### src/logic/ctu_pkg.sv
/*
 * Constants for the charge time unit edge control block: register map,
 * control bit positions, reset values and status word layout.
 * Assumes a 32-bit APB register bus with word-aligned registers.
 */
package ctu_pkg;
    localparam int unsigned ADDR_W = 8;

    // Register byte addresses
    localparam logic [ADDR_W-1:0] CTRL_ONE_OFS = 8'h00;
    localparam logic [ADDR_W-1:0] STATUS_OFS   = 8'h04;

    // Control register field positions
    localparam int unsigned UNIT_ENABLE_BIT   = 15;
    localparam int unsigned IDLE_STOP_BIT     = 13;
    localparam int unsigned DELAY_GEN_BIT     = 12;
    localparam int unsigned EDGE_SRC_BIT      = 11;
    localparam int unsigned EDGE_ORDER_BIT    = 10;
    localparam int unsigned SRC_GROUND_BIT    = 9;
    localparam int unsigned CONV_TRIG_BIT     = 8;

    // Writable bits: 15, 13..8; bit 14 and the low byte stay zero
    localparam logic [15:0] CTRL_ONE_WMASK = 16'hBF00;
    localparam logic [15:0] CTRL_ONE_RESET = 16'h0000;

    // Status register field positions
    localparam int unsigned ST_ACTIVE_BIT   = 0;
    localparam int unsigned ST_EDGE1_BIT    = 1;
    localparam int unsigned ST_EDGE2_BIT    = 2;
    localparam int unsigned ST_DELAY_BIT    = 3;
    localparam int unsigned ST_GROUND_BIT   = 4;

    // Edge tracking states
    typedef enum logic [2:0] {
        CTU_WAIT_E1 = 3'b001,
        CTU_WAIT_E2 = 3'b010,
        CTU_DONE    = 3'b100
    } ctu_edge_state_t;
endpackage : ctu_pkg

### src/logic/ctu_sync.sv
/*
 * Two-flop synchroniser for a bus of asynchronous levels.
 * Assumes the inputs are levels held much longer than a clock period.
 */
`timescale 1ns/1ns
module ctu_sync #(
    parameter int unsigned WIDTH = 1
) (
    input  wire logic             clk_i,
    input  wire logic             reset_i,
    input  wire logic [WIDTH-1:0] async_i,
    output logic      [WIDTH-1:0] sync_o
);
    logic [WIDTH-1:0] meta_q;

    always_ff @(posedge clk_i or posedge reset_i) begin
        if (reset_i) begin
            meta_q <= '0;
            sync_o <= '0;
        end else begin
            meta_q <= async_i;
            sync_o <= meta_q;
        end
    end
endmodule : ctu_sync

### src/logic/ctu_edge_ctrl.sv
/*
 * Charge time unit control: the first control register on APB, edge
 * capture and ordering, delay generation gate, converter trigger and
 * current source ground control.
 * Assumes the edge input pins arrive asynchronously, timer sources and
 * the idle request come from logic on clk_i.
 */
// How it works
// - Edge capture, delay and trigger work only while the enable bit 15 is one.
// - With idle stop set, the unit halts while the device is idle.
// - Bit 12 turns edge delay generation on or off.
// - Bit 11 picks hardware edge sources; zero means software sets edge flags.
// - With bit 10 set, edge 2 counts only with or after edge 1.
// - Bit 9 grounds the analog current source output.
// - Bit 8 lets the unit trigger a converter start of conversion.
// - Bit 14 and the low byte read zero and ignore writes.
`timescale 1ns/1ns
module ctu_edge_ctrl #(
    parameter int unsigned EDGE_PINS = 2
) (
    input  wire logic                         clk_i,
    input  wire logic                         reset_i,
    // APB slave
    input  wire logic                         psel_i,
    input  wire logic                         penable_i,
    input  wire logic                         pwrite_i,
    input  wire logic [ctu_pkg::ADDR_W-1:0]   paddr_i,
    input  wire logic [31:0]                  pwdata_i,
    input  wire logic [3:0]                   pstrb_i,
    output logic      [31:0]                  prdata_o,
    output logic                              pready_o,
    output logic                              pslverr_o,
    // Device and edge sources
    input  wire logic                         idle_i,
    input  wire logic [1:0]                   timer_source_i,
    input  wire logic [EDGE_PINS-1:0]         edge_input_pin_i,
    input  wire logic [1:0]                   edge_status_flag_set_i,
    input  wire logic [1:0]                   edge_status_flag_clr_i,
    // Outputs to current source and converter
    output logic                              delay_active_o,
    output logic                              source_ground_o,
    output logic                              conv_start_o,
    output logic [1:0]                        edge_status_flag_o
);
    import ctu_pkg::*;

    logic [15:0]          ctrl_q;
    logic [1:0]           edge_q;
    logic [EDGE_PINS-1:0] pin_sync;
    logic [1:0]           hw_q;
    logic [1:0]           hw_rise;
    logic [1:0]           edge_ev;
    logic                 running;
    logic                 wr_en;
    logic                 rd_en;
    logic                 addr_ok;
    logic [1:0]           edge_d;
    logic                 trig_fire;
    logic [31:0]          rdata_d;
    ctu_edge_state_t      state_q;

    ctu_sync #(
        .WIDTH (EDGE_PINS)
    ) u_pin_sync (
        .clk_i   (clk_i),
        .reset_i (reset_i),
        .async_i (edge_input_pin_i),
        .sync_o  (pin_sync)
    );

    // Single-cycle access phase: no wait states
    assign pready_o  = 1'b1;
    assign addr_ok   = (paddr_i == CTRL_ONE_OFS) || (paddr_i == STATUS_OFS);
    assign pslverr_o = psel_i && penable_i && !addr_ok;
    assign wr_en     = psel_i && penable_i && pwrite_i && (paddr_i == CTRL_ONE_OFS);
    assign rd_en     = psel_i && !penable_i && !pwrite_i;

    assign running = ctrl_q[UNIT_ENABLE_BIT] && !(ctrl_q[IDLE_STOP_BIT] && idle_i);

    // Control register: only implemented bits take writes, byte lanes honoured
    always_ff @(posedge clk_i or posedge reset_i) begin
        if (reset_i) begin
            ctrl_q <= CTRL_ONE_RESET;
        end else if (wr_en) begin
            for (int i = 0; i < 2; i++) begin
                if (pstrb_i[i]) begin
                    ctrl_q[i*8 +: 8] <= pwdata_i[i*8 +: 8] & CTRL_ONE_WMASK[i*8 +: 8];
                end
            end
        end
    end

    // Hardware source: timer level or synchronised pin, rising edge detected
    // A level already high when hardware sources are picked does not count as an edge
    always_ff @(posedge clk_i or posedge reset_i) begin
        if (reset_i) begin
            hw_q <= 2'b00;
        end else begin
            hw_q <= timer_source_i | pin_sync[1:0];
        end
    end

    assign hw_rise = (timer_source_i | pin_sync[1:0]) & ~hw_q;

    always_comb begin
        if (ctrl_q[EDGE_SRC_BIT]) begin
            edge_ev = hw_rise;
        end else begin
            edge_ev = edge_status_flag_set_i;
        end
        // Disabled or stopped in idle: nothing is accepted
        if (!running) begin
            edge_ev = 2'b00;
        end
        // Edge 2 waits for edge 1, flagged earlier or arriving in the same cycle
        if (ctrl_q[EDGE_ORDER_BIT] && !edge_q[0] && !edge_ev[0]) begin
            edge_ev[1] = 1'b0;
        end
    end

    // Edge flags: a new edge wins over a same-cycle clear
    assign edge_d = (edge_q & ~edge_status_flag_clr_i) | edge_ev;

    always_ff @(posedge clk_i or posedge reset_i) begin
        if (reset_i) begin
            edge_q <= 2'b00;
        end else begin
            edge_q <= edge_d;
        end
    end

    // Edge sequence tracker, used for the delay window and trigger
    always_ff @(posedge clk_i or posedge reset_i) begin
        if (reset_i) begin
            state_q <= CTU_WAIT_E1;
        end else if (!ctrl_q[UNIT_ENABLE_BIT]) begin
            state_q <= CTU_WAIT_E1;
        end else begin
            unique case (state_q)
                CTU_WAIT_E1: begin
                    if (edge_ev[0] && edge_ev[1]) begin
                        state_q <= CTU_DONE;
                    end else if (edge_ev[0]) begin
                        state_q <= CTU_WAIT_E2;
                    end
                end
                CTU_WAIT_E2: begin
                    if (edge_ev[1]) begin
                        state_q <= CTU_DONE;
                    end else if (edge_q == 2'b00 && edge_ev == 2'b00) begin
                        // Flags cleared mid-sequence: drop it so no stale delay window stays open
                        state_q <= CTU_WAIT_E1;
                    end
                end
                CTU_DONE: begin
                    if (edge_q == 2'b00) begin
                        state_q <= CTU_WAIT_E1;
                    end
                end
                default: begin
                    state_q <= CTU_WAIT_E1;
                end
            endcase
        end
    end

    // Trigger on each accepted edge 2 until the sequence is done, including one that comes before edge 1
    assign trig_fire = running && ctrl_q[CONV_TRIG_BIT] && (state_q != CTU_DONE) && edge_ev[1];

    // Outputs registered so the analog side sees clean levels
    always_ff @(posedge clk_i or posedge reset_i) begin
        if (reset_i) begin
            delay_active_o <= 1'b0;
        end else begin
            delay_active_o <= running && ctrl_q[DELAY_GEN_BIT] && (state_q == CTU_WAIT_E2);
        end
    end

    // Ground follows the bit even while disabled; the converter must be sampling meanwhile
    always_ff @(posedge clk_i or posedge reset_i) begin
        if (reset_i) begin
            source_ground_o <= 1'b0;
        end else begin
            source_ground_o <= ctrl_q[SRC_GROUND_BIT];
        end
    end

    always_ff @(posedge clk_i or posedge reset_i) begin
        if (reset_i) begin
            conv_start_o <= 1'b0;
        end else begin
            conv_start_o <= trig_fire;
        end
    end

    assign edge_status_flag_o = edge_q;

    // Read mux; anything outside the map reads zero
    always_comb begin
        rdata_d = 32'h0000_0000;
        if (paddr_i == CTRL_ONE_OFS) begin
            rdata_d[15:0] = ctrl_q & CTRL_ONE_WMASK;
        end else if (paddr_i == STATUS_OFS) begin
            rdata_d[ST_ACTIVE_BIT] = running;
            rdata_d[ST_EDGE1_BIT]  = edge_q[0];
            rdata_d[ST_EDGE2_BIT]  = edge_q[1];
            rdata_d[ST_DELAY_BIT]  = delay_active_o;
            rdata_d[ST_GROUND_BIT] = source_ground_o;
        end
    end

    // Read data registered in the setup cycle, valid in the access phase
    always_ff @(posedge clk_i or posedge reset_i) begin
        if (reset_i) begin
            prdata_o <= 32'h0000_0000;
        end else if (rd_en) begin
            prdata_o <= rdata_d;
        end
    end
endmodule : ctu_edge_ctrl

### config.mk
export PLATFORM = sky130hd
export DESIGN_NAME = ctu_edge_ctrl
export DESIGN_NICKNAME = d
export VERILOG_FILES = /design/src/logic/ctu_pkg.sv /design/src/logic/ctu_sync.sv /design/src/logic/ctu_edge_ctrl.sv
export SDC_FILE = /design/constraint.sdc
export NUM_CORES = 1
export LEC_CHECK = 0
export BUFFER_PORTS_ARGS = -buffer_cell sky130_fd_sc_hd__buf_4
export CORE_AREA = 5 5 51 86
export CTS_BUF_LIST = sky130_fd_sc_hd__clkbuf_8
export CTS_CLUSTER_DIAMETER = 80
export DETAILED_ROUTE_END_ITERATION = 6
export DIE_AREA = 0 0 56 91
export PLACE_DENSITY = 0.79
export SYNTH_ARGS = -nofsm -noshare
export SYNTH_HDL_FRONTEND = slang
export SYNTH_SLANG_ARGS = --single-unit
### constraint.sdc
create_clock -name clk_i -period 2.08 [get_ports clk_i]
set_input_delay 0.208 -clock clk_i [delete_from_list [all_inputs] [get_ports clk_i]]
set_output_delay 0.208 -clock clk_i [all_outputs]
set_load 0.005 [all_outputs]
### After elaboration in Yosys (flattened, before gate mapping)

Cells that the tools add are included.
W data, S select, Z words.

| cells by class | value |
|---|---|
| reduce and logical (&&, ||, !) cells | 29 |
| bitwise operators | 6 |
| eq/ne operators | 8 |
| mux-type cells | 13 |

Operators with widths:

| cell | number |
|---|---|
| $mux W3 | 6 |
| $logic_and A1 B1 Y1 | 17 |
| $mux W11 | 1 |
| $mux W5 | 2 |
| $pmux W3 S3 | 1 |
| $eq A8 B3 Y1 const B | 1 |
| $logic_not A8 Y1 | 1 |
| $ne A4 B4 Y1 const B | 2 |
| $logic_not A1 Y1 | 6 |
| $ne A3 B3 Y1 const B | 2 |
| $and A2 B2 Y2 | 2 |
| $logic_not A2 Y1 | 2 |
| $mux W2 | 2 |
| $not A2 Y2 | 2 |
| $or A2 B2 Y2 | 2 |
| $eq A3 B1 Y1 const B | 1 |
| $eq A3 B2 Y1 const B | 1 |
| $eq A3 B3 Y1 const B | 1 |
| $reduce_and A3 Y1 | 1 |
| $reduce_and A2 Y1 | 1 |
| $logic_or A1 B1 Y1 | 1 |
| $mux W1 | 1 |

| word-level totals | value |
|---|---|
| input port bits | 58 |
| output and inout port bits | 39 |
| flip-flop bits (word level) | 37 |
| word-level logic and storage cells | 66 |

### Longest topological paths before layout

| depth | value |
|---|---|
| depth after elaboration | 13 |
| depth in mapped cells | 5 |
| gate-level depth less buffers | 5 |

### Hierarchy

Synthesis repeated with hierarchy kept, for this count alone.

| second synthesis, totals | value |
|---|---|
| cells, all modules | 131 |
| area total of the unflattened synthesis | 1541.5 µm² |

Modules (own cells, without submodules):

| module | cells each | area each (µm²) | times used | seq. area each (µm²) |
|---|---|---|---|---|
| ctu_edge_ctrl | 126 | 1437.6 | 1 | 726.9 |
| ctu_sync | 5 | 103.8 | 1 | 100.1 |

### Least setup slack after synthesis

No wires, ideal clock.

| timing path | value |
|---|---|
| path kind | register to register |
| from | register u_pin_sync.sync_o[0] |
| to | register state_q[0] |
| setup time | 0.091 ns |
| cell stages (with the launch flop) | 6 |
| data arrival time | 1.461 ns |
| clock period less this slack | 1.552 ns |
| buffers on the path | 0 |
| slack | 0.528 ns |
| data required time | 1.989 ns |
| cell sequence | dfrtp_1 > or2_2 > a31o_2 > o21ai_1 > o22ai_1 > o31ai_1 |

| between the ends | value |
|---|---|
| cells in the longest elaborated chain, start to end | 11 |
| elaborated cells on any way between the ends | 17 |
| classes of those cells | 2 x eq/ne; 7 x mux; 2 x bitwise; 6 x reduce/logical |

Ends and longest elaborated chain:

| item | RTL line | RTL |
|---|---|---|
| from (decl) | ctu_sync.sv:12 | `output logic [WIDTH-1:0] sync_o` |
| from (signal assigned) | ctu_sync.sv:22 | `sync_o <= meta_q;` |
| $or A2 B2 Y2 (*) | ctu_edge_ctrl.sv:103 | `assign hw_rise = (timer_source_i \| pin_sync[1:0]) & ~hw_q;` |
| $and A2 B2 Y2 (*) | ctu_edge_ctrl.sv:103 |  |
| $mux W2 (*) | ctu_edge_ctrl.sv:106 | `if (ctrl_q[EDGE_SRC_BIT]) begin` |
| $mux W2 (*) | ctu_edge_ctrl.sv:112 | `if (!running) begin` |
| $logic_not A1 Y1 | ctu_edge_ctrl.sv:116 | `if (ctrl_q[EDGE_ORDER_BIT] && !edge_q[0] && !edge_ev[0]) begin` |
| $logic_and A1 B1 Y1 | ctu_edge_ctrl.sv:116 |  |
| $mux W1 | ctu_edge_ctrl.sv:116 |  |
| $logic_not A2 Y1 or $logic_and A1 B1 Y1 (tied branches) | ctu_edge_ctrl.sv:150, ctu_edge_ctrl.sv:141 |  |
| $logic_and A1 B1 Y1 or $mux W3 (tied branches) | ctu_edge_ctrl.sv:150, ctu_edge_ctrl.sv:141 |  |
| $ne A4 B4 Y1 (no source line) or $pmux W3 S3 (tied branches) | -- |  |
| $reduce_and A3 Y1 (no source line) or $mux W3 (tied branches) | -- |  |
| to (signal assigned) | ctu_edge_ctrl.sv:149 | `state_q <= CTU_DONE;` |
| to (signal assigned) | ctu_edge_ctrl.sv:152 | `state_q <= CTU_WAIT_E1;` |
| to (signal assigned) | ctu_edge_ctrl.sv:157 | `state_q <= CTU_WAIT_E1;` |
| to (decl) | ctu_edge_ctrl.sv:60 | `ctu_edge_state_t state_q;` |

Every way passes the cells marked *; elsewhere a longest branch is shown, timed or not.
A chain may end at the register's enable or synchronous reset.

### Final worst setup path

Ends and elaborated chain as after synthesis.

==> impl_metrics.ini <==
[synth]
synth_area_sq_mm = 0.00149
yosysSeqAreaShare_pct = 55.6
yosys_warnings = 0
synth_cells = 127
synth-seq-cells = 33
syn_area_per_cell_sq_um = 11.7
ys_types = 31

[global_route]
use_met3_pct = 5.53
grt.met2_usage_pct = 21.6
top_usage_layer = met2
grt-ovfl-total = 0
track_usage_pct = 12.4
grt_pass1_wl_um = 4810
grt_max_degree = 34
use_met1_pct = 11.7
antenna_found_initial = 0
grt_pass1_vias = 1068

[sta]
period_share_pct = 82.6
fin_setup_tns_ns = 0
max_freq_ghz = 0.582
hold_viol_final = 0
fin_crit_ns = 1.72
rsz0062_at_grt = false
slew_violations = 0
holdWs_ns = 0.0138
setup_viol = 0
finClkSkew_ns = 0.00361

[layout]
layout_commonest_cell = buf_4
area_growth_pct = 28.1
final_cell_mix = buf_4 (49), dfrtp_1 (32), conb_1 (21)
drive_gt1_share_pct = 39.7
fillCellCount = 322
diodes = 0
fin_nets = 237

[place]
hpwl_um = 2410
place_congestion = 0.768
port_buffers = 47

[critical_path]
critPathLaunchType = register
crit_type = register to register
cp.arrival_ns = 1.91
end_kind = register
critPathLaunch = u_pin_sync.sync_o[0]
reg2reg_depth = 5
reg2reg_to = state_q[0]
worstPathMaxFanout = 4
r2r_setup_slack_ns = 0.36
worstReg2RegStart = u_pin_sync.sync_o[0]
crit_required_ns = 2.27

[route]
firstDrtPassIters = 4
drc = 0
routed_wl_um = 3020
vias = 1030
postRouteAntennaNets = 0
viasPerCell = 4.58
drtIter0Drc = 11
post_drt_wl_per_cell_um = 13.4

[pwr]
switching_share_pct = 21.0
combinationalPowerShare_pct = 7.4
p_int_uw = 953
p_leak_uw = 0.00102
p_switching_uw = 254
power.density_mw_per_mm2 = 633
ir_worst_vdd_v = 0.000510
seqPwrFrac_pct = 54.1
clockPowerShare_pct = 38.4

[cts]
cts_sinks = 33
postCtsHoldBufs = 0
clkLatencyLatePin_ns = 0.28
cts_htree_levels = 2
post-cts-setup-buffer-count = 0
cts_buffers = 5
root_buffer = clkbuf_8
ctsResizeCount = 0
cts_tree = done
clockBufferDepth = 2
clk_pin_slew_ns = 0.06

[floorplanning]
die-area_sq_mm = 0.00510
pin_count = 97
rows = 29
die_y_um = 91
start_util_pct = 41.4
core_area_sq_mm = 0.00359
fp.dieW_um = 56

[min_path]
hold_path.class = primary input to async pin

[outcome]
status = finished, final reports clean

[job]
maxCapViolCount = 0
==> synth_stat cells <==
| cell | count | area share, % |
|---|---|---|
| mux2_2 | 7 | 5.3 |
| buf_4 | 21 | 11 |
| o21ai_0 | 1 | 0.34 |
| clkbuf_1 | 2 | 0.51 |
| a31o_2 | 1 | 0.59 |
| or2_2 | 2 | 0.84 |
| inv_1 | 8 | 2.0 |
| nor2b_1 | 3 | 1.3 |
| nor3_1 | 2 | 0.67 |
| or4_4 | 1 | 0.76 |
| conb_1 | 2 | 0.51 |
| o2bb2ai_1 | 1 | 0.59 |
| a22o_1 | 12 | 7.1 |
| dfrtp_1 | 32 | 54 |
| a31oi_1 | 1 | 0.42 |
| a21boi_0 | 2 | 1.0 |
| nor2_1 | 6 | 1.5 |
| o22ai_1 | 2 | 0.84 |
| nor3b_1 | 1 | 0.51 |
| nand2_2 | 1 | 0.42 |
| and3_1 | 2 | 0.84 |
| nor3b_4 | 1 | 1.3 |
| nor4_4 | 1 | 1.4 |
| nand2b_1 | 1 | 0.42 |
| dfstp_2 | 1 | 1.8 |
| nand4_1 | 1 | 0.42 |
| or3b_2 | 1 | 0.59 |
| o21a_1 | 2 | 1.0 |
| nand2_1 | 7 | 1.8 |
| o31ai_1 | 1 | 0.51 |
| o21ai_1 | 1 | 0.34 |
==> area by class of cell <==
class | count | area, sq um | share of cell area [%]
Clock inverter | 1 | 3.75 | 0.197
Timing Repair Buffer | 49 | 368 | 19.3
Tap cell | 46 | 57.6 | 3.02
Multi-Input combinational cell | 82 | 536 | 28.1
Clock buffer | 6 | 82.6 | 4.34
Inverter | 8 | 30.0 | 1.58
Sequential cell | 33 | 827 | 43.4
==> worst max-delay path by stage <==
stage,slack (ns),depth (start not counted),end
after floorplan,0.53,5,state_q[0]
after global placement,0.36,5,state_q[0]
after detailed placement,0.33,5,prdata_o[12]
after CTS,0.34,5,state_q[0]
after global routing,0.27,5,state_q[0]
final,0.36,5,state_q[0]
==> power by group through the flow <==
stage          logic [uW]  clock network, uW  registers (uW)
6_report             89.6                464             653
5_1_grt               101                502             653
4_1_cts              90.2                479             653
3_5_place_dp         90.1                  0             664
3_3_place_gp         88.8                  0             664
2_1_floorplan        64.5                  0             663
==> critical path, cell delays in order (launching register included) <==
cell and delay [ns]:
dfrtp_1 0.35, or2_2 0.30, a31o_2 0.28, o21ai_1 0.28
o22ai_1 0.16, o31ai_1 0.26
==> registers in the layout, summed over array words and instances (netlist names) <==
name                cells
prdata_o               12
ctrl_q                  7
state_q                 3
edge_status_flag_o      2
hw_q                    2
u_pin_sync.meta_q       2
u_pin_sync.sync_o       2
conv_start_o            1
delay_active_o          1
source_ground_o         1
==> through the flow <==
stage / cell area (sq um) / std cells / utilization (%) / power, uW / worst slack (ns)
global route: 1900 / 225 / 53.0 / 1260 / 0.274
detailed placement: 1820 / 218 / 50.6 / 754 / 0.330
global placement: 1820 / 218 / 50.6 / 753 / 0.356
CTS: 1900 / 225 / 53.0 / 1220 / 0.339
floorplan: 1560 / 146 / - / 728 / 0.528
finish: 1900 / 225 / 53.0 / 1210 / 0.362
==> routing by layer <==
metal / vias to the layer above / part of all wire [%]
li1: 494 / -
met1: 490 / 34
met2: 41 / 55
met3: 5 / 8.4
met4: 0 / 1.8
met5: - / 0
==> cells by family after synthesis <==
logic type / count (synthesis) / synth area share (%)
simple gates: 30 / 12.7
mux: 7 / 5.30
flops: 33 / 55.6
buf+inv: 31 / 13.1
other cells: 2 / 0.505
compound gates: 24 / 12.7
No activity file was read; power rests on OpenSTA's default activity.
